**config.mk**
```make
export PLATFORM = sky130hd
export DESIGN_NAME = pec_port_error_classifier
export DESIGN_NICKNAME = d
export VERILOG_FILES = /design/src/design/pec_pkg.sv /design/src/design/pec_claim.sv /design/src/design/pec_severity.sv /design/src/design/pec_port_error_classifier.sv
export SDC_FILE = /design/constraint.sdc
export NUM_CORES = 1
export LEC_CHECK = 0
export BUFFER_PORTS_ARGS = -buffer_cell sky130_fd_sc_hd__buf_4
export CAP_MARGIN = 15
export CORE_MARGIN = 1.5
export CORE_UTILIZATION = 30
export CTS_CLUSTER_SIZE = 30
export DETAILED_ROUTE_END_ITERATION = 10
export GPL_TIMING_DRIVEN = 0
export RECOVER_POWER = 100
export SLEW_MARGIN = 40
export SYNTH_ARGS = -nofsm -noshare
export SYNTH_HDL_FRONTEND = slang
export SYNTH_HIERARCHICAL = 1
export SYNTH_SLANG_ARGS = --single-unit
```
**constraint.sdc**
```tcl
create_clock -name core_clk -period 1.1 [get_ports core_clk]
set_input_delay 0.055 -clock core_clk [delete_from_list [all_inputs] [get_ports core_clk]]
set_output_delay 0.055 -clock core_clk [all_outputs]
set_load 0.02 [all_outputs]
```
**src/design/pec_pkg.sv**
```systemverilog
/*
  Constants, types and helpers for the port error classifier.
  Assumes a single core clock domain and no software-visible registers.
*/
package pec_pkg;

  // ----------------------------------------------------------------
  // Widths
  // ----------------------------------------------------------------
  localparam int ADDR_W  = 64;
  localparam int BDF_W   = 16;
  localparam int BUS_W   = 8;
  localparam int FUNC_W  = 3;

  // ----------------------------------------------------------------
  // Error kinds, index of severity bit and reset values
  // ----------------------------------------------------------------
  localparam int SEV_DLP      = 0;
  localparam int SEV_SURPRISE = 1;
  localparam int SEV_POISON   = 2;
  localparam int SEV_ECRC     = 3;
  localparam int SEV_UR       = 4;
  localparam int SEV_ACS      = 5;
  localparam int SEV_W        = 6;
  localparam logic [5:0] SEV_RST = 6'h00;

  localparam logic [2:0] FUNC_ZERO = 3'h0;
  localparam logic [2:0] CPL_UR    = 3'h1;
  localparam logic [2:0] CPL_CA    = 3'h4;

  // ----------------------------------------------------------------
  // Types
  // ----------------------------------------------------------------
  typedef enum logic [1:0] {ROUTE_ADDR, ROUTE_ID, ROUTE_IMPLICIT} pec_route_t;

  typedef enum {ST_IDLE, ST_REPORT} pec_state_t;

  // ----------------------------------------------------------------
  // Helpers
  // ----------------------------------------------------------------
  function automatic logic in_window(input logic [ADDR_W-1:0] a,
                                     input logic [ADDR_W-1:0] lo,
                                     input logic [ADDR_W-1:0] hi);
    in_window = (a >= lo) && (a <= hi);
  endfunction : in_window

endpackage : pec_pkg

```
**src/design/pec_claim.sv**
```systemverilog
/*
  Claim decision of the bridge function for one received TLP.
  Assumes window and bus registers are stable while a TLP is presented.
*/
module pec_claim
(
  // Packet
  input  wire logic                       secondary_side,
  input  wire pec_pkg::pec_route_t        route,
  input  wire logic [pec_pkg::ADDR_W-1:0] addr,
  input  wire logic [pec_pkg::BDF_W-1:0]  dest_id,
  // Bridge setup
  input  wire logic [pec_pkg::ADDR_W-1:0] win0_base,
  input  wire logic [pec_pkg::ADDR_W-1:0] win0_limit,
  input  wire logic [pec_pkg::ADDR_W-1:0] win1_base,
  input  wire logic [pec_pkg::ADDR_W-1:0] win1_limit,
  input  wire logic [pec_pkg::BUS_W-1:0]  sec_bus,
  input  wire logic [pec_pkg::BUS_W-1:0]  sub_bus,
  input  wire logic [pec_pkg::BDF_W-1:0]  own_bdf,
  // Result
  output logic                            claimed
);

  logic [pec_pkg::BUS_W-1:0] bus;

  always_comb
  begin
    bus = dest_id[15:8];
    claimed = 1'b0;
    case (route)
      pec_pkg::ROUTE_ADDR:
        claimed = secondary_side ||
                  pec_pkg::in_window(addr, win0_base, win0_limit) ||
                  pec_pkg::in_window(addr, win1_base, win1_limit);
      pec_pkg::ROUTE_ID:
        claimed = secondary_side || (dest_id == own_bdf) ||
                  ((bus >= sec_bus) && (bus <= sub_bus));
      pec_pkg::ROUTE_IMPLICIT:
        claimed = 1'b1;
      default:
        claimed = 1'b0;
    endcase
  end

endmodule : pec_claim

```
**src/design/pec_severity.sv**
```systemverilog
/*
  Advisory versus fatal decision for one transaction-layer error.
  Assumes severity bit 1 means fatal, 0 means nonfatal.
*/
module pec_severity
(
  // Inputs
  input  wire logic sev_fatal,
  input  wire logic role_ok,
  // Result
  output logic      advisory,
  output logic      fatal
);

  always_comb
  begin
    advisory = !sev_fatal && role_ok;
    fatal    = sev_fatal;
  end

endmodule : pec_severity

```
**src/design/pec_port_error_classifier.sv**
```systemverilog
/*
  Per-port error classifier: sorts link, data-link and transaction
  faults into correctable or uncorrectable processing, decides claim,
  drop, forward and header logging, and requests UR completions.
  Assumes all inputs are synchronous to core_clk, one packet per cycle,
  and the port's own detectors supply the raw fault strobes.
*/
// Notes on behaviour
// - This port checks and handles its errors alone, regardless of other ports.
// - Address TLP claimed on primary inside windows, always on secondary.
// - ID TLP claimed on primary if in bus range or own ID; secondary always.
// - Implicitly routed TLPs are always claimed.
// - Receive link faults go to correctable processing.
// - Physical framing violations go to correctable processing.
// - Physical and link-layer errors are reported against all functions.
// - Link-layer errors dropped when physical layer already flagged packet.
// - Bad TLP is discarded and handled as correctable.
// - DLLP with failed LCRC is discarded and handled as correctable.
// - ACK or NAK with stray sequence number: discard, uncorrectable.
// - Surprise link loss triggers uncorrectable processing.
// - Transaction errors dropped when lower layers already flagged packet.
// - Poisoned TLP sets parity flag of the arrival side's status.
// - Poison advisory when nonfatal and from link or ultimate receiver.
// - Poison logs header; forward unless ultimate receiver, then drop.
// - ECRC error logs header; advisory only nonfatal intermediate from link.
// - Non-posted UR gets UR completion, always from function 0.
// - Bridge originates no requests; no completion time-out logic.
// - Completer abort only for access violations, logged as access error.
// - ECRC checked on TLPs with digest when any function enables it.
module pec_port_error_classifier #(
  parameter int NUM_FUNC = 1
)
(
  // Clock and reset
  input  wire logic                       core_clk,
  input  wire logic                       rstn,
  // Physical layer faults
  input  wire logic                       phy_link_err,
  input  wire logic                       phy_frame_err,
  input  wire logic                       phy_pkt_err,
  // Data-link layer faults
  input  wire logic                       dll_bad_tlp,
  input  wire logic                       dll_bad_dllp,
  input  wire logic                       dll_replay_tmo,
  input  wire logic                       dll_replay_roll,
  input  wire logic                       dll_ack_seq_err,
  input  wire logic                       dll_surprise_down,
  // Received TLP
  input  wire logic                       tlp_valid,
  input  wire logic                       tlp_secondary,
  input  wire pec_pkg::pec_route_t        tlp_route,
  input  wire logic [pec_pkg::ADDR_W-1:0] tlp_addr,
  input  wire logic [pec_pkg::BDF_W-1:0]  tlp_dest_id,
  input  wire logic                       tlp_from_link,
  input  wire logic                       tlp_ultimate,
  input  wire logic                       tlp_poisoned,
  input  wire logic                       tlp_digest,
  input  wire logic                       tlp_ecrc_bad,
  input  wire logic                       tlp_unsupported,
  input  wire logic                       tlp_non_posted,
  input  wire logic                       tlp_acs_violation,
  input  wire logic [NUM_FUNC-1:0]        func_ecrc_en,
  // Bridge setup
  input  wire logic [pec_pkg::ADDR_W-1:0] win0_base,
  input  wire logic [pec_pkg::ADDR_W-1:0] win0_limit,
  input  wire logic [pec_pkg::ADDR_W-1:0] win1_base,
  input  wire logic [pec_pkg::ADDR_W-1:0] win1_limit,
  input  wire logic [pec_pkg::BUS_W-1:0]  sec_bus,
  input  wire logic [pec_pkg::BUS_W-1:0]  sub_bus,
  input  wire logic [pec_pkg::BDF_W-1:0]  own_bdf,
  input  wire logic [pec_pkg::SEV_W-1:0]  uncorrectable_severity_register,
  input  wire logic                       parity_flag_clr_pri,
  input  wire logic                       parity_flag_clr_sec,
  // Processing results
  output logic                            corr_err,
  output logic                            uncorr_nonfatal,
  output logic                            uncorr_fatal,
  output logic                            all_functions,
  output logic                            acs_err,
  output logic                            tlp_claimed,
  output logic                            tlp_discard,
  output logic                            tlp_forward,
  output logic                            hdr_log,
  output logic                            cpl_gen,
  output logic [2:0]                      cpl_status,
  output logic [pec_pkg::FUNC_W-1:0]      cpl_func,
  output logic                            parity_detected_flag_pri,
  output logic                            parity_detected_flag_sec
);

  // ----------------------------------------------------------------
  // Reset release
  // ----------------------------------------------------------------
  logic rst_meta_q;
  logic rst_sync_q;

  always_ff @(posedge core_clk or negedge rstn)
  begin
    if (!rstn)
    begin
      rst_meta_q <= 1'b0;
      rst_sync_q <= 1'b0;
    end
    else
    begin
      rst_meta_q <= 1'b1;
      rst_sync_q <= rst_meta_q;
    end
  end

  // ----------------------------------------------------------------
  // Claim and severity
  // ----------------------------------------------------------------
  logic claim_w;
  logic poi_adv;
  logic poi_fat;
  logic ecrc_adv;
  logic ecrc_fat;
  logic ur_adv;
  logic ur_fat;
  logic ecrc_active;

  pec_claim u_claim (
    .secondary_side (tlp_secondary),
    .route          (tlp_route),
    .addr           (tlp_addr),
    .dest_id        (tlp_dest_id),
    .win0_base      (win0_base),
    .win0_limit     (win0_limit),
    .win1_base      (win1_base),
    .win1_limit     (win1_limit),
    .sec_bus        (sec_bus),
    .sub_bus        (sub_bus),
    .own_bdf        (own_bdf),
    .claimed        (claim_w)
  );

  pec_severity u_sev_poison (
    .sev_fatal (uncorrectable_severity_register[pec_pkg::SEV_POISON]),
    .role_ok   (tlp_from_link || tlp_ultimate),
    .advisory  (poi_adv),
    .fatal     (poi_fat)
  );

  pec_severity u_sev_ecrc (
    .sev_fatal (uncorrectable_severity_register[pec_pkg::SEV_ECRC]),
    .role_ok   (!tlp_ultimate && tlp_from_link),
    .advisory  (ecrc_adv),
    .fatal     (ecrc_fat)
  );

  pec_severity u_sev_ur (
    .sev_fatal (uncorrectable_severity_register[pec_pkg::SEV_UR]),
    .role_ok   (tlp_non_posted),
    .advisory  (ur_adv),
    .fatal     (ur_fat)
  );

  // ----------------------------------------------------------------
  // Classification
  // ----------------------------------------------------------------
  // State kept only for this port; no cross-port inputs exist.
  logic       corr_d, unf_d, fat_d, allf_d, acs_d;
  logic       clm_d, disc_d, fwd_d, log_d, cpl_d;
  logic [2:0] cst_d;
  logic [pec_pkg::FUNC_W-1:0] cfn_d;
  logic       dpp_d, dps_d;
  logic       corr_q, unf_q, fat_q, allf_q, acs_q;
  logic       clm_q, disc_q, fwd_q, log_q, cpl_q;
  logic [2:0] cst_q;
  logic [pec_pkg::FUNC_W-1:0] cfn_q;
  logic       dpp_q, dps_q;
  logic       dll_ok;
  logic       tl_ok;
  logic       poi_ev;
  logic       ecrc_ev;
  logic       ur_ev;
  logic       dlp_fat;
  logic       sd_fat;

  always_comb
  begin
    ecrc_active = |func_ecrc_en;
    dll_ok  = !phy_pkt_err;
    tl_ok   = tlp_valid && !phy_pkt_err && !dll_bad_tlp;
    poi_ev  = tl_ok && tlp_poisoned;
    ecrc_ev = tl_ok && ecrc_active && tlp_digest && tlp_ecrc_bad;
    ur_ev   = tl_ok && tlp_unsupported;
    dlp_fat = uncorrectable_severity_register[pec_pkg::SEV_DLP];
    sd_fat  = uncorrectable_severity_register[pec_pkg::SEV_SURPRISE];
    // Lower layers: correctable vs uncorrectable, all functions.
    corr_d = phy_link_err || phy_frame_err;
    corr_d = corr_d || (dll_ok && (dll_bad_tlp || dll_bad_dllp));
    corr_d = corr_d || dll_replay_tmo || dll_replay_roll;
    unf_d  = (dll_ok && dll_ack_seq_err && !dlp_fat) ||
             (dll_surprise_down && !sd_fat);
    fat_d  = (dll_ok && dll_ack_seq_err && dlp_fat) ||
             (dll_surprise_down && sd_fat);
    allf_d = corr_d || unf_d || fat_d;
    // Transaction layer
    corr_d = corr_d || (poi_ev && poi_adv) || (ecrc_ev && ecrc_adv)
             || (ur_ev && ur_adv);
    unf_d  = unf_d || (poi_ev && !poi_adv && !poi_fat)
             || (ecrc_ev && !ecrc_adv && !ecrc_fat)
             || (ur_ev && !ur_adv && !ur_fat);
    fat_d  = fat_d || (poi_ev && !poi_adv && poi_fat)
             || (ecrc_ev && !ecrc_adv && ecrc_fat)
             || (ur_ev && !ur_adv && ur_fat);
    acs_d  = tl_ok && tlp_acs_violation;
    clm_d  = tlp_valid && claim_w;
    // Bad TLPs never reach the transaction layer; they are discarded.
    disc_d = (tlp_valid && !tl_ok) ||
             ((poi_ev || ecrc_ev) && tlp_ultimate) || ur_ev || acs_d;
    fwd_d  = tl_ok && !disc_d;
    log_d  = poi_ev || ecrc_ev || ur_ev;
    // No completion time-out: this bridge never issues requests.
    cpl_d  = (ur_ev && tlp_non_posted) || acs_d;
    cst_d  = acs_d ? pec_pkg::CPL_CA : pec_pkg::CPL_UR;
    cfn_d  = pec_pkg::FUNC_ZERO;
    // Set wins over clear.
    dpp_d  = (poi_ev && !tlp_secondary) ||
             (dpp_q && !parity_flag_clr_pri);
    dps_d  = (poi_ev && tlp_secondary) ||
             (dps_q && !parity_flag_clr_sec);
  end

  always_ff @(posedge core_clk or negedge rst_sync_q)
  begin
    if (!rst_sync_q)
    begin
      corr_q <= 1'b0;
      unf_q  <= 1'b0;
      fat_q  <= 1'b0;
      allf_q <= 1'b0;
      acs_q  <= 1'b0;
      clm_q  <= 1'b0;
      disc_q <= 1'b0;
      fwd_q  <= 1'b0;
      log_q  <= 1'b0;
      cpl_q  <= 1'b0;
      cst_q  <= 3'h0;
      cfn_q  <= 3'h0;
      dpp_q  <= 1'b0;
      dps_q  <= 1'b0;
    end
    else
    begin
      corr_q <= corr_d;
      unf_q  <= unf_d;
      fat_q  <= fat_d;
      allf_q <= allf_d;
      acs_q  <= acs_d;
      clm_q  <= clm_d;
      disc_q <= disc_d;
      fwd_q  <= fwd_d;
      log_q  <= log_d;
      cpl_q  <= cpl_d;
      cst_q  <= cst_d;
      cfn_q  <= cfn_d;
      dpp_q  <= dpp_d;
      dps_q  <= dps_d;
    end
  end

  always_comb
  begin
    corr_err                 = corr_q;
    uncorr_nonfatal          = unf_q;
    uncorr_fatal             = fat_q;
    all_functions            = allf_q;
    acs_err                  = acs_q;
    tlp_claimed              = clm_q;
    tlp_discard              = disc_q;
    tlp_forward              = fwd_q;
    hdr_log                  = log_q;
    cpl_gen                  = cpl_q;
    cpl_status               = cst_q;
    cpl_func                 = cfn_q;
    parity_detected_flag_pri = dpp_q;
    parity_detected_flag_sec = dps_q;
  end
endmodule : pec_port_error_classifier

```
==> results of run 1 <==
-- routing by layer --
metal	up-vias	global-route usage [%]	wire, µm
li1	4510	-	-
met1	3844	25.66	12350
met4	2	3.636	476
met5	-	0	13
met3	29	3.005	1865
met2	287	39.85	14780
-- power by group through the flow --
stage	Combinational (mW)	Sequential [mW]	Clock (mW)
2_1_floorplan	1.93	0.628	0
4_1_cts	4.05	0.595	0.691
3_5_place_dp	3.87	0.603	0
3_3_place_gp	3.80	0.603	0
5_1_grt	4.55	0.598	0.721
6_report	4.02	0.594	0.686
-- cells in the mapped netlist (all sizes together) (7+ instances only) --
| cell | n |
|---|---|
| nor4 | 8 |
| inv | 279 |
| nand3 | 22 |
| o211ai | 8 |
| nor2 | 40 |
| a221oi | 10 |
| nand4 | 47 |
| a21o | 32 |
| nand2 | 57 |
| a211oi | 16 |
| ha | 272 |
| xnor2 | 16 |
| nor2b | 10 |
| dfrtp | 15 |
| o21a | 7 |
| o21ai | 38 |
| a21oi | 95 |
| buf | 9 |
-- what timing repair did --
action | CTS | global route
setup buffers | 2 | 1
hold buffers | 3 | 0
resized for setup | 42 | 9
pin swaps | 22 | 9
setup endpoints to repair | 1 | 1
hold endpoints to repair | 4 | 0
-- how the worst max path moves through the flow --
stage,start,endpoint,cells past startpoint
final,tlp_addr[39],tlp_claimed,9
after global routing,tlp_addr[18],tlp_claimed,11
after CTS,tlp_addr[0],tlp_claimed,12
after detailed placement,tlp_addr[0],tlp_claimed,12
after global placement,tlp_addr[0],tlp_claimed,12
after floorplan,win1_base[34],tlp_claimed,10
-- critical path, delay by kind of cell --
kind / cells / cell delay (ps)
fa+ha+maj: 1 / 270
simple gates: 4 / 920
compound gates: 3 / 860
buf+inv: 1 / 150
-- kinds of logic (layout without fill, tap and decap cells) --
group / count (synthesis) / count (layout) / synth area share [%]
other: 2 / 6 / 0.09694
AOI/OAI and AO/OA: 236 / 236 / 19.33
adders and majority gates: 272 / 272 / 43.93
xor gates and xnor gates: 16 / 16 / 1.809
and+or+nand+nor: 224 / 224 / 15.55
buffers and inverters: 288 / 709 / 14.44
DFF: 15 / 15 / 4.845
-- final cells by class --
class | count | area share [%]
plain buffers | 9 | 0.6107
clock buffers | 4 | 0.6750
well taps | 330 | 3.535
inverters | 279 | 9.160
multi-input cells | 753 | 56.25
repair buffers | 417 | 26.54
diodes | 1 | 0.02143
flip-flops and latches | 15 | 3.214
-- metrics by stage --
stage,std cells,setup TNS (ps)
after global routing,1808,-1187
after global placement,1797,-1819
after CTS,1806,-1045
after detailed placement,1797,-1839
final,1808,-995.1
after floorplan,1056,-813.7
-- cell usage in the layout, fill, tap and decap left out, drive strengths merged, types with 7 or more instances in the layout --
master  instances
inv           279
a21o           32
nor4            8
nor2b          10
nand2          57
nor2           40
o21ai          38
a221oi         10
o211ai          8
a211oi         16
ha            272
clkbuf         23
dfrtp          15
a21oi          95
xnor2          16
buf           404
nand3          22
nand4          47
o21a            7
==> impl_metrics.xml, run 1 <==
<?xml version="1.0" encoding="UTF-8"?>
<metrics>
  <group name="clocking">
    <metric name="clock-root-buffer" unit="">clkbuf_16</metric>
    <metric name="cts_bufs_inserted" unit="">3</metric>
    <metric name="cts_num_sinks" unit="">15</metric>
    <metric name="clk_pin_slew" unit="ps">40</metric>
    <metric name="clock_latency_late_sink" unit="ps">240</metric>
    <metric name="clock_tree.buffer_depth" unit="">2</metric>
    <metric name="cts_tree" unit="">built</metric>
    <metric name="htree_num_levels" unit="">1</metric>
  </group>
  <group name="sta">
    <metric name="hold_viol_final" unit="">0</metric>
    <metric name="setup_repair_after_global_routing_missed_its_margin" unit="">true</metric>
    <metric name="final.setup.worst_slack" unit="ps">-995.1</metric>
    <metric name="period_share" unit="%">190.5</metric>
    <metric name="maxSlewHeadroom" unit="%">63.03</metric>
    <metric name="report.final.setup_viol" unit="">1</metric>
    <metric name="holdWs" unit="ps">26.31</metric>
    <metric name="maxClockFrequency" unit="MHz">477.3</metric>
    <metric name="post-route-min-period" unit="ps">2095</metric>
    <metric name="clock_skew_after_layout" unit="ps">1.174</metric>
    <metric name="finalMaxSlewViolations" unit="">0</metric>
    <metric name="worst_slew_pin_slew" unit="ps">550.0</metric>
  </group>
  <group name="floorplanning">
    <metric name="die_x" unit="µm">163.7</metric>
    <metric name="core_region_area" unit="µm²">25250</metric>
    <metric name="die_h" unit="µm">163.7</metric>
    <metric name="num_io_pins" unit="">418</metric>
    <metric name="start_util" unit="%">30.68</metric>
    <metric name="rows" unit="">58</metric>
    <metric name="die_area" unit="µm²">26800</metric>
  </group>
  <group name="grt">
    <metric name="antenna_found_initial" unit="">2</metric>
    <metric name="largest_net_degree_at_the_start_of_global_routing" unit="">14</metric>
    <metric name="globalRouteTotalUtil" unit="%">21.24</metric>
    <metric name="first_global_vias" unit="">8999</metric>
    <metric name="grt-ovfl-total" unit="">0</metric>
    <metric name="wire_length_of_the_first_global_routing_pass" unit="mm">44.88</metric>
  </group>
  <group name="placement">
    <metric name="detailedPlacementHpwl" unit="mm">26.81</metric>
    <metric name="globalplace.congestion" unit="">0.9181</metric>
    <metric name="io_buffer_count" unit="">411</metric>
    <metric name="dpl_cell_area" unit="µm²">11370</metric>
    <metric name="dpl_worst_slack" unit="ps">-1658</metric>
  </group>
  <group name="power">
    <metric name="intPower" unit="mW">3.193</metric>
    <metric name="power.ir.vdd_worst" unit="µV">509.1</metric>
    <metric name="p_sw" unit="mW">2.109</metric>
    <metric name="pwr-share-clk" unit="%">12.9</metric>
    <metric name="comb_power_share" unit="%">75.9</metric>
    <metric name="flop_pwr_share" unit="%">11.2</metric>
    <metric name="pwr_density_cell" unit="nW/µm²">454.0</metric>
    <metric name="power_leakage" unit="nW">6.845</metric>
    <metric name="power_total" unit="mW">5.302</metric>
    <metric name="p_sw_share" unit="%">39.78</metric>
  </group>
  <group name="drt">
    <metric name="initialDrtViolationCount" unit="">317</metric>
    <metric name="vias" unit="">8672</metric>
    <metric name="vias_per_cell" unit="">4.796</metric>
    <metric name="antenna_violating_nets_post_route" unit="">0</metric>
    <metric name="wire_per_inst" unit="µm">16.31</metric>
    <metric name="drt_first_pass_iters" unit="">4</metric>
    <metric name="post-route-drc-count" unit="">0</metric>
    <metric name="route.final.wire_length" unit="mm">29.48</metric>
  </group>
  <group name="run_status">
    <metric name="violated_checks" unit="">negative setup slack</metric>
    <metric name="run_status" unit="">finished with violations</metric>
  </group>
  <group name="logic_synthesis">
    <metric name="ys_top_cells_by_area" unit="">ha_1 44%, inv_1 14%, a21oi_1 6.1%, dfrtp_1 4.8%, nand4_1 3.8%</metric>
    <metric name="synth-seq-area-share" unit="%">4.845</metric>
    <metric name="syn-mean-instance-area" unit="µm²">7.357</metric>
    <metric name="post_synth_inst_count" unit="">1053</metric>
    <metric name="synthDominantCellAreaShare" unit="%">43.93</metric>
    <metric name="netlist.top_cell.by_area" unit="">ha_1</metric>
    <metric name="synth_enable_flop_cells" unit="">0</metric>
    <metric name="async_set_or_reset_flop_fraction_in_the_synthesized_netlist" unit="%">100.0</metric>
    <metric name="synth.cell_area" unit="µm²">7747</metric>
    <metric name="ys_types" unit="">57</metric>
    <metric name="main_flop_type_after_synthesis" unit="">dfrtp_1</metric>
    <metric name="synth_seq_cells" unit="">15</metric>
    <metric name="ys.warnings.count" unit="">6</metric>
  </group>
  <group name="min_path">
    <metric name="worst_hold_startpoint" unit="">tlp_secondary</metric>
    <metric name="hold_path_end" unit="">parity_detected_flag_pri</metric>
    <metric name="min_path_cells" unit="">2</metric>
    <metric name="hp-class" unit="">in -&gt; reg</metric>
  </group>
  <group name="cells_and_area">
    <metric name="synthToLayoutAreaGrowth" unit="%">50.74</metric>
    <metric name="utilization" unit="%">46.24</metric>
    <metric name="final_design_area_no_fill" unit="µm²">11680</metric>
    <metric name="layout.area.seq" unit="µm²">375.4</metric>
    <metric name="footprint_of_the_multi_input_gates" unit="µm²">6569</metric>
    <metric name="proportion_of_layout_cells_with_a_drive_suffix_above_1" unit="%">31.89</metric>
    <metric name="nFillCells" unit="">2567</metric>
    <metric name="largest_register_ffs" unit="">2</metric>
    <metric name="finish.net_count" unit="">2150</metric>
  </group>
  <group name="worst_setup_path">
    <metric name="cp_common_cell" unit="">o31a_1</metric>
    <metric name="crit_slowest_cell" unit="">or4_4</metric>
    <metric name="arrival" unit="ps">2270</metric>
    <metric name="crit-reg2reg-launch" unit="">parity_detected_flag_pri</metric>
    <metric name="timing.critical_path.slowest_cell_delay" unit="ps">500</metric>
    <metric name="ff2ff_setup_slack" unit="ps">470</metric>
    <metric name="data_required_critical_path" unit="ps">1280</metric>
    <metric name="cp-start-kind" unit="">input pin</metric>
    <metric name="worst-path-max-fanout" unit="">4</metric>
    <metric name="worst-r2r-cell-count" unit="">2</metric>
    <metric name="worstReg2RegEnd" unit="">parity_detected_flag_pri</metric>
    <metric name="critical_path.cell_chain" unit="">buf_4, ha_4, and3_4, nand3_2, or4_4, o31a_1, o31a_1, o221ai_2, and2_1</metric>
    <metric name="crit_end_element" unit="">flop</metric>
    <metric name="timing.setup.critical_path_class" unit="">in -&gt; reg</metric>
  </group>
  <group name="run">
    <metric name="cap_viol_max_count" unit="">0</metric>
  </group>
</metrics>
Note: power is estimated with default switching activity, not from simulation.
==> run 2: changes to the inputs <==
Settings changed: SETUP_SLACK_MARGIN set to 0.5.
==> run 2 against run 1 <==
The flow finishes with violations (negative hold slack, negative setup slack). Maximum frequency up 0.80%. Global-route usage down 0.58 points. Die area unchanged. Largest power group unchanged. Setup slack better by 17 ps. Flip-flop and latch count unchanged. Worst hold slack worse by 32 ps. Register-to-register slack worse by 150 ps. Clock power up 2%. Final cell count up 0.28%. Count of clock-buffer cells in the layout down 1. Via count up 0.42%.
==> impl_metrics.xml, run 2 (synthesis gave the netlist of run 1 again) <==
<?xml version="1.0" encoding="UTF-8"?>
<metrics>
  <group name="run">
    <metric name="cap_viol_max_count" unit="">0</metric>
  </group>
  <group name="sta">
    <metric name="period_share" unit="%">189.0</metric>
    <metric name="worst_slew_pin_slew" unit="ps">547.4</metric>
    <metric name="maxClockFrequency" unit="MHz">481.1</metric>
    <metric name="maxSlewHeadroom" unit="%">63.51</metric>
    <metric name="setup_repair_after_global_routing_missed_its_margin" unit="">true</metric>
    <metric name="finalMaxSlewViolations" unit="">0</metric>
    <metric name="post-route-min-period" unit="ps">2078</metric>
    <metric name="report.final.setup_viol" unit="">1</metric>
    <metric name="hold_viol_final" unit="">1</metric>
    <metric name="clock_skew_after_layout" unit="ps">2.747</metric>
    <metric name="final.setup.worst_slack" unit="ps">-978.5</metric>
    <metric name="holdWs" unit="ps">-5.831</metric>
  </group>
  <group name="worst_setup_path">
    <metric name="data_required_critical_path" unit="ps">1240</metric>
    <metric name="timing.setup.critical_path_class" unit="">in -&gt; reg</metric>
    <metric name="cp-start-kind" unit="">input pin</metric>
    <metric name="crit_end_element" unit="">flop</metric>
    <metric name="worst-path-max-fanout" unit="">4</metric>
    <metric name="arrival" unit="ps">2210</metric>
  </group>
  <group name="placement">
    <metric name="post-place-cells" unit="">1797</metric>
    <metric name="detailedPlacementHpwl" unit="mm">26.96</metric>
    <metric name="io_buffer_count" unit="">411</metric>
    <metric name="dpl_worst_slack" unit="ps">-1710</metric>
    <metric name="globalplace.congestion" unit="">0.9106</metric>
  </group>
  <group name="cells_and_area">
    <metric name="final_common_cell" unit="">buf_4</metric>
    <metric name="proportion_of_layout_cells_with_a_drive_suffix_above_1" unit="%">33.06</metric>
    <metric name="commonest_non_fill_non_tap_cells_in_the_layout" unit="">395 x buf_4, 269 x inv_1, 263 x ha_1</metric>
    <metric name="final_cells" unit="">1813</metric>
    <metric name="finish.net_count" unit="">2155</metric>
    <metric name="synthToLayoutAreaGrowth" unit="%">52.57</metric>
    <metric name="nFillCells" unit="">2580</metric>
    <metric name="footprint_of_the_multi_input_gates" unit="µm²">6641</metric>
    <metric name="layout.area.seq" unit="µm²">377.9</metric>
    <metric name="largest_register_ffs" unit="">2</metric>
  </group>
  <group name="floorplanning">
    <metric name="start_util" unit="%">30.68</metric>
    <metric name="num_io_pins" unit="">418</metric>
    <metric name="die_x" unit="µm">163.7</metric>
    <metric name="die_h" unit="µm">163.7</metric>
    <metric name="die_area" unit="µm²">26800</metric>
    <metric name="rows" unit="">58</metric>
    <metric name="core_region_area" unit="µm²">25250</metric>
  </group>
  <group name="clocking">
    <metric name="cts_hold_repair.buffers" unit="">1</metric>
    <metric name="htree_num_levels" unit="">1</metric>
    <metric name="clock_latency_late_sink" unit="ps">240</metric>
    <metric name="clock-root-buffer" unit="">clkbuf_16</metric>
    <metric name="cts_bufs_inserted" unit="">3</metric>
    <metric name="cts_num_sinks" unit="">15</metric>
    <metric name="clock_tree.buffer_depth" unit="">2</metric>
    <metric name="cts_tree" unit="">built</metric>
    <metric name="clk_pin_slew" unit="ps">50</metric>
  </group>
  <group name="power">
    <metric name="pwr_density_cell" unit="nW/µm²">452.2</metric>
    <metric name="power.ir.vdd_worst" unit="µV">598.1</metric>
    <metric name="power_leakage" unit="nW">6.896</metric>
  </group>
  <group name="run_status">
    <metric name="run_status" unit="">finished with violations</metric>
    <metric name="violated_checks" unit="">negative hold slack, negative setup slack</metric>
  </group>
  <group name="drt">
    <metric name="route.final.wire_length" unit="mm">29.66</metric>
    <metric name="drt_first_pass_iters" unit="">5</metric>
    <metric name="initialDrtViolationCount" unit="">238</metric>
    <metric name="post-route-drc-count" unit="">0</metric>
    <metric name="vias" unit="">8708</metric>
    <metric name="antenna_violating_nets_post_route" unit="">0</metric>
    <metric name="wire_per_inst" unit="µm">16.36</metric>
    <metric name="vias_per_cell" unit="">4.803</metric>
  </group>
  <group name="grt">
    <metric name="largest_net_degree_at_the_start_of_global_routing" unit="">14</metric>
    <metric name="globalRouteTotalUtil" unit="%">20.66</metric>
    <metric name="grt-ovfl-total" unit="">0</metric>
    <metric name="wire_length_of_the_first_global_routing_pass" unit="mm">43.70</metric>
    <metric name="first_global_vias" unit="">8765</metric>
    <metric name="antenna_found_initial" unit="">1</metric>
  </group>
  <group name="min_path">
    <metric name="hp-class" unit="">in -&gt; reg</metric>
  </group>
</metrics>
==> run 2: cell types whose count changed in the layout (fill, tap and decap cells not counted), sizes merged <==
cell / previous run / this run
buf: 404 / 410
clkinv: 0 / 1
dlygate4sd3: 3 / 1
==> run 2: repair_timing <==
| action | in CTS | in global routing |
|---|---|---|
| setup buffers | 5 | 5 |
| gates resized for setup | 55 | 42 |
| endpoints found under the hold margin | 4 | 1 |
| setup endpoints to repair | 34 | 27 |
| pin swaps | 12 | 21 |
==> run 2: through the flow <==
step                util [%]  power (mW)  setup TNS [ps]  instance area [µm²]
floorplan                  -       2.561          -820.5                 7911
global placement       45.18       4.415           -1977                11410
detailed placement     45.18       4.492           -1960                11410
CTS                    46.64       5.354           -1116                11780
global route           46.79       5.908           -1173                11820
finish                 46.80       5.345          -978.5                11820
==> run 2: final cells by class <==
class                   count  area share, %
well taps                 330          3.493
plain buffers               9         0.6034
flip-flops and latches     15          3.197
clock inverters             1        0.04234
clock buffers               3         0.6351
inverters                 279          9.051
diodes                      1        0.02117
multi-input cells         753          56.19
repair buffers            422          26.77
==> run 2: final timing paths <==
check	to	start	slack, ps	cells past startpoint
min in group asynchronous	rst_meta_q	rstn	140	2
max in group asynchronous	cpl_status[2]	rst_sync_q	480	0
worst max-delay path	tlp_claimed	tlp_addr[18]	-980	11
worst max register to register	parity_detected_flag_pri	parity_detected_flag_pri	320	3
worst min-delay path	parity_detected_flag_sec	parity_flag_clr_sec	-6	2
worst min register to register	uncorr_nonfatal	rst_sync_q	220	0
==> run 2: worst max-delay path, cell delays in order <==
cell	delay (ps)
buf_6	110
ha_4	230
a21o_1	160
a211oi_2	200
o21ai_2	100
or4b_4	510
a21oi_4	140
o31a_1	200
o31a_1	190
o221ai_2	140
and2_1	170
==> run 2: per-layer routing <==
metal | vias to the layer above | part of all wire [%] | GRT usage, %
li1 | 4529 | - | -
met1 | 3825 | 43 | 24.72
met2 | 306 | 49 | 38.30
met3 | 48 | 5.9 | 3.106
met4 | 0 | 2.7 | 4.876
met5 | - | 0 | 0
==> run 2: power by group <==
group	total (mW)	switching, mW	leakage [nW]	internal, mW
sequential	0.596	0.0175	0.179	0.578
combinational	4.05	1.90	6.68	2.15
clock	0.702	0.217	0.0409	0.485
total	5.35	2.13	6.90	3.21
==> run 3: changes to the inputs <==
Settings changed: CORE_MARGIN 1.5 to 3, RECOVER_POWER 100 to unset.
==> run 3 against run 2 <==
The flow still finishes with violations (negative hold slack, negative setup slack). Combinational power up 1%. Die area increased by 3.7%. Non-clock buffer count rose by 2. Clock power decreased by 2%. Largest power group unchanged.
==> impl_metrics.xml, run 3 (synthesis gave the netlist of run 1 again) <==
<?xml version="1.0" encoding="UTF-8"?>
<metrics>
  <group name="power">
    <metric name="pwr_density_cell" unit="nW/µm²">449.1</metric>
    <metric name="power.ir.vdd_worst" unit="µV">535.2</metric>
    <metric name="power_total" unit="mW">5.397</metric>
    <metric name="power_leakage" unit="nW">6.999</metric>
  </group>
  <group name="sta">
    <metric name="setup_repair_after_global_routing_missed_its_margin" unit="">true</metric>
    <metric name="report.final.setup_viol" unit="">1</metric>
    <metric name="period_share" unit="%">189.3</metric>
    <metric name="finalMaxSlewViolations" unit="">0</metric>
    <metric name="hold_viol_final" unit="">1</metric>
    <metric name="clock_skew_after_layout" unit="ps">2.432</metric>
    <metric name="holdWs" unit="ps">-8.053</metric>
    <metric name="final.setup.worst_slack" unit="ps">-981.8</metric>
    <metric name="post-route-min-period" unit="ps">2082</metric>
    <metric name="maxClockFrequency" unit="MHz">480.3</metric>
  </group>
  <group name="grt">
    <metric name="antenna_found_initial" unit="">0</metric>
    <metric name="first_global_vias" unit="">9026</metric>
    <metric name="largest_net_degree_at_the_start_of_global_routing" unit="">14</metric>
    <metric name="grt-ovfl-total" unit="">0</metric>
    <metric name="wire_length_of_the_first_global_routing_pass" unit="mm">45.90</metric>
    <metric name="globalRouteTotalUtil" unit="%">20.25</metric>
  </group>
  <group name="worst_setup_path">
    <metric name="critical_path.cell_chain" unit="">buf_4, ha_1, nand4_1, or4_1, o211ai_1, a21oi_2, or3_1, o21a_1, o221ai_2, and2_1</metric>
    <metric name="crit_slowest_cell" unit="">or4_1</metric>
    <metric name="worst-path-max-fanout" unit="">4</metric>
    <metric name="timing.setup.critical_path_class" unit="">in -&gt; reg</metric>
    <metric name="worst-path-buf-inv" unit="">1</metric>
    <metric name="data_required_critical_path" unit="ps">1280</metric>
    <metric name="cpLargestDelayFamily" unit="">simple AND/OR/NAND/NOR gates</metric>
    <metric name="timing.critical_path.slowest_cell_delay" unit="ps">530</metric>
    <metric name="arrival" unit="ps">2260</metric>
    <metric name="cp-start-kind" unit="">input pin</metric>
    <metric name="crit_end_element" unit="">flop</metric>
  </group>
  <group name="drt">
    <metric name="wire_per_inst" unit="µm">16.55</metric>
    <metric name="vias_per_cell" unit="">4.803</metric>
    <metric name="initialDrtViolationCount" unit="">311</metric>
    <metric name="antenna_violating_nets_post_route" unit="">0</metric>
    <metric name="post-route-drc-count" unit="">0</metric>
    <metric name="route.final.wire_length" unit="mm">30.03</metric>
    <metric name="vias" unit="">8713</metric>
    <metric name="drt_first_pass_iters" unit="">4</metric>
  </group>
  <group name="placement">
    <metric name="dpl_worst_slack" unit="ps">-1638</metric>
    <metric name="io_buffer_count" unit="">411</metric>
    <metric name="dpl_cell_area" unit="µm²">11410</metric>
    <metric name="detailedPlacementHpwl" unit="mm">27.53</metric>
    <metric name="globalplace.congestion" unit="">0.9215</metric>
  </group>
  <group name="floorplanning">
    <metric name="num_io_pins" unit="">418</metric>
    <metric name="die_x" unit="µm">166.7</metric>
    <metric name="rows" unit="">58</metric>
    <metric name="die_area" unit="µm²">27790</metric>
    <metric name="start_util" unit="%">30.68</metric>
    <metric name="die_h" unit="µm">166.7</metric>
    <metric name="core_region_area" unit="µm²">25250</metric>
  </group>
  <group name="cells_and_area">
    <metric name="synthToLayoutAreaGrowth" unit="%">55.14</metric>
    <metric name="num_antenna_cells" unit="">0</metric>
    <metric name="final_common_cell" unit="">buf_4</metric>
    <metric name="commonest_non_fill_non_tap_cells_in_the_layout" unit="">400 x buf_4, 269 x inv_1, 260 x ha_1</metric>
    <metric name="final_design_area_no_fill" unit="µm²">12020</metric>
    <metric name="finish.net_count" unit="">2157</metric>
    <metric name="largest_register_ffs" unit="">2</metric>
    <metric name="proportion_of_layout_cells_with_a_drive_suffix_above_1" unit="%">34.97</metric>
  </group>
  <group name="clocking">
    <metric name="cts_tree" unit="">built</metric>
    <metric name="clk_pin_slew" unit="ps">50</metric>
    <metric name="clock-root-buffer" unit="">clkbuf_16</metric>
    <metric name="cts_hold_repair.buffers" unit="">1</metric>
    <metric name="clock_latency_late_sink" unit="ps">240</metric>
    <metric name="cts_bufs_inserted" unit="">3</metric>
    <metric name="clock_tree.buffer_depth" unit="">2</metric>
    <metric name="cts_num_sinks" unit="">15</metric>
    <metric name="htree_num_levels" unit="">1</metric>
  </group>
  <group name="min_path">
    <metric name="hp-class" unit="">in -&gt; reg</metric>
  </group>
  <group name="run_status">
    <metric name="run_status" unit="">finished with violations</metric>
    <metric name="violated_checks" unit="">negative hold slack, negative setup slack</metric>
  </group>
  <group name="run">
    <metric name="cap_viol_max_count" unit="">0</metric>
  </group>
</metrics>
-- run 3: changes by cell type in the layout (fill, tap and decap cells not counted), sizes merged --
| cell | delta |
|---|---|
| clkinv | -1 |
| buf | +22 |
| clkbuf | -19 |
| diode | -1 |
-- run 3: stage by stage --
stage,util (%),instances,setup TNS (ps)
CTS,46.70,1808,-1111
floorplan,-,1056,-820.5
global placement,45.18,1797,-1926
detailed placement,45.18,1797,-1906
global route,47.59,1814,-1108
finish,47.59,1814,-981.8
-- run 3: layer usage --
metal  vias up  wire length [µm]  global-route usage [%]
met5         -                 0                       0
met3        30              1655                   2.896
met4         0               546                   3.372
met2       299             14950                   37.91
met1      3856             12870                   24.89
li1       4528                 -                       -
-- run 3: worst paths after layout --
check,end,slack [ps],start,cells past startpoint
worst max-delay path,tlp_claimed,-980,tlp_addr[9],10
worst min register to register,cpl_status[0],150,rst_sync_q,0
max in group asynchronous,parity_detected_flag_sec,700,rst_sync_q,0
worst max register to register,parity_detected_flag_pri,350,parity_detected_flag_pri,3
min in group asynchronous,rst_meta_q,150,rstn,2
worst min-delay path,parity_detected_flag_sec,-8,parity_flag_clr_sec,2
-- run 3: timing repair --
action / CTS / global route
setup endpoints to repair: 31 / 25
pin swaps: 17 / 22
hold endpoints to repair: 3 / 1
setup buffers: 6 / 6
gates resized for setup: 60 / 34
-- run 3: power breakdown --
group | leakage (nW) | internal [mW] | switching (mW)
registers | 0.178 | 0.579 | 0.0225
logic | 6.78 | 2.21 | 1.90
clock network | 0.0382 | 0.489 | 0.197
total | 7.00 | 3.28 | 2.12
-- run 3: final cells by class --
class | instances | area [µm²]
Buffer | 9 | 87.58
Clock buffer | 4 | 78.83
Fill cell | 2579 | 13240
Inverter | 279 | 1065
Multi-Input combinational cell | 753 | 6694
Sequential cell | 15 | 379.1
Tap cell | 330 | 412.9
Timing Repair Buffer | 424 | 3302
-- run 3: worst register-to-register path, stage by stage (launching register included) --
cell and delay, ps:
dfrtp_1 410, buf_6 130, inv_2 30, o22ai_1 60
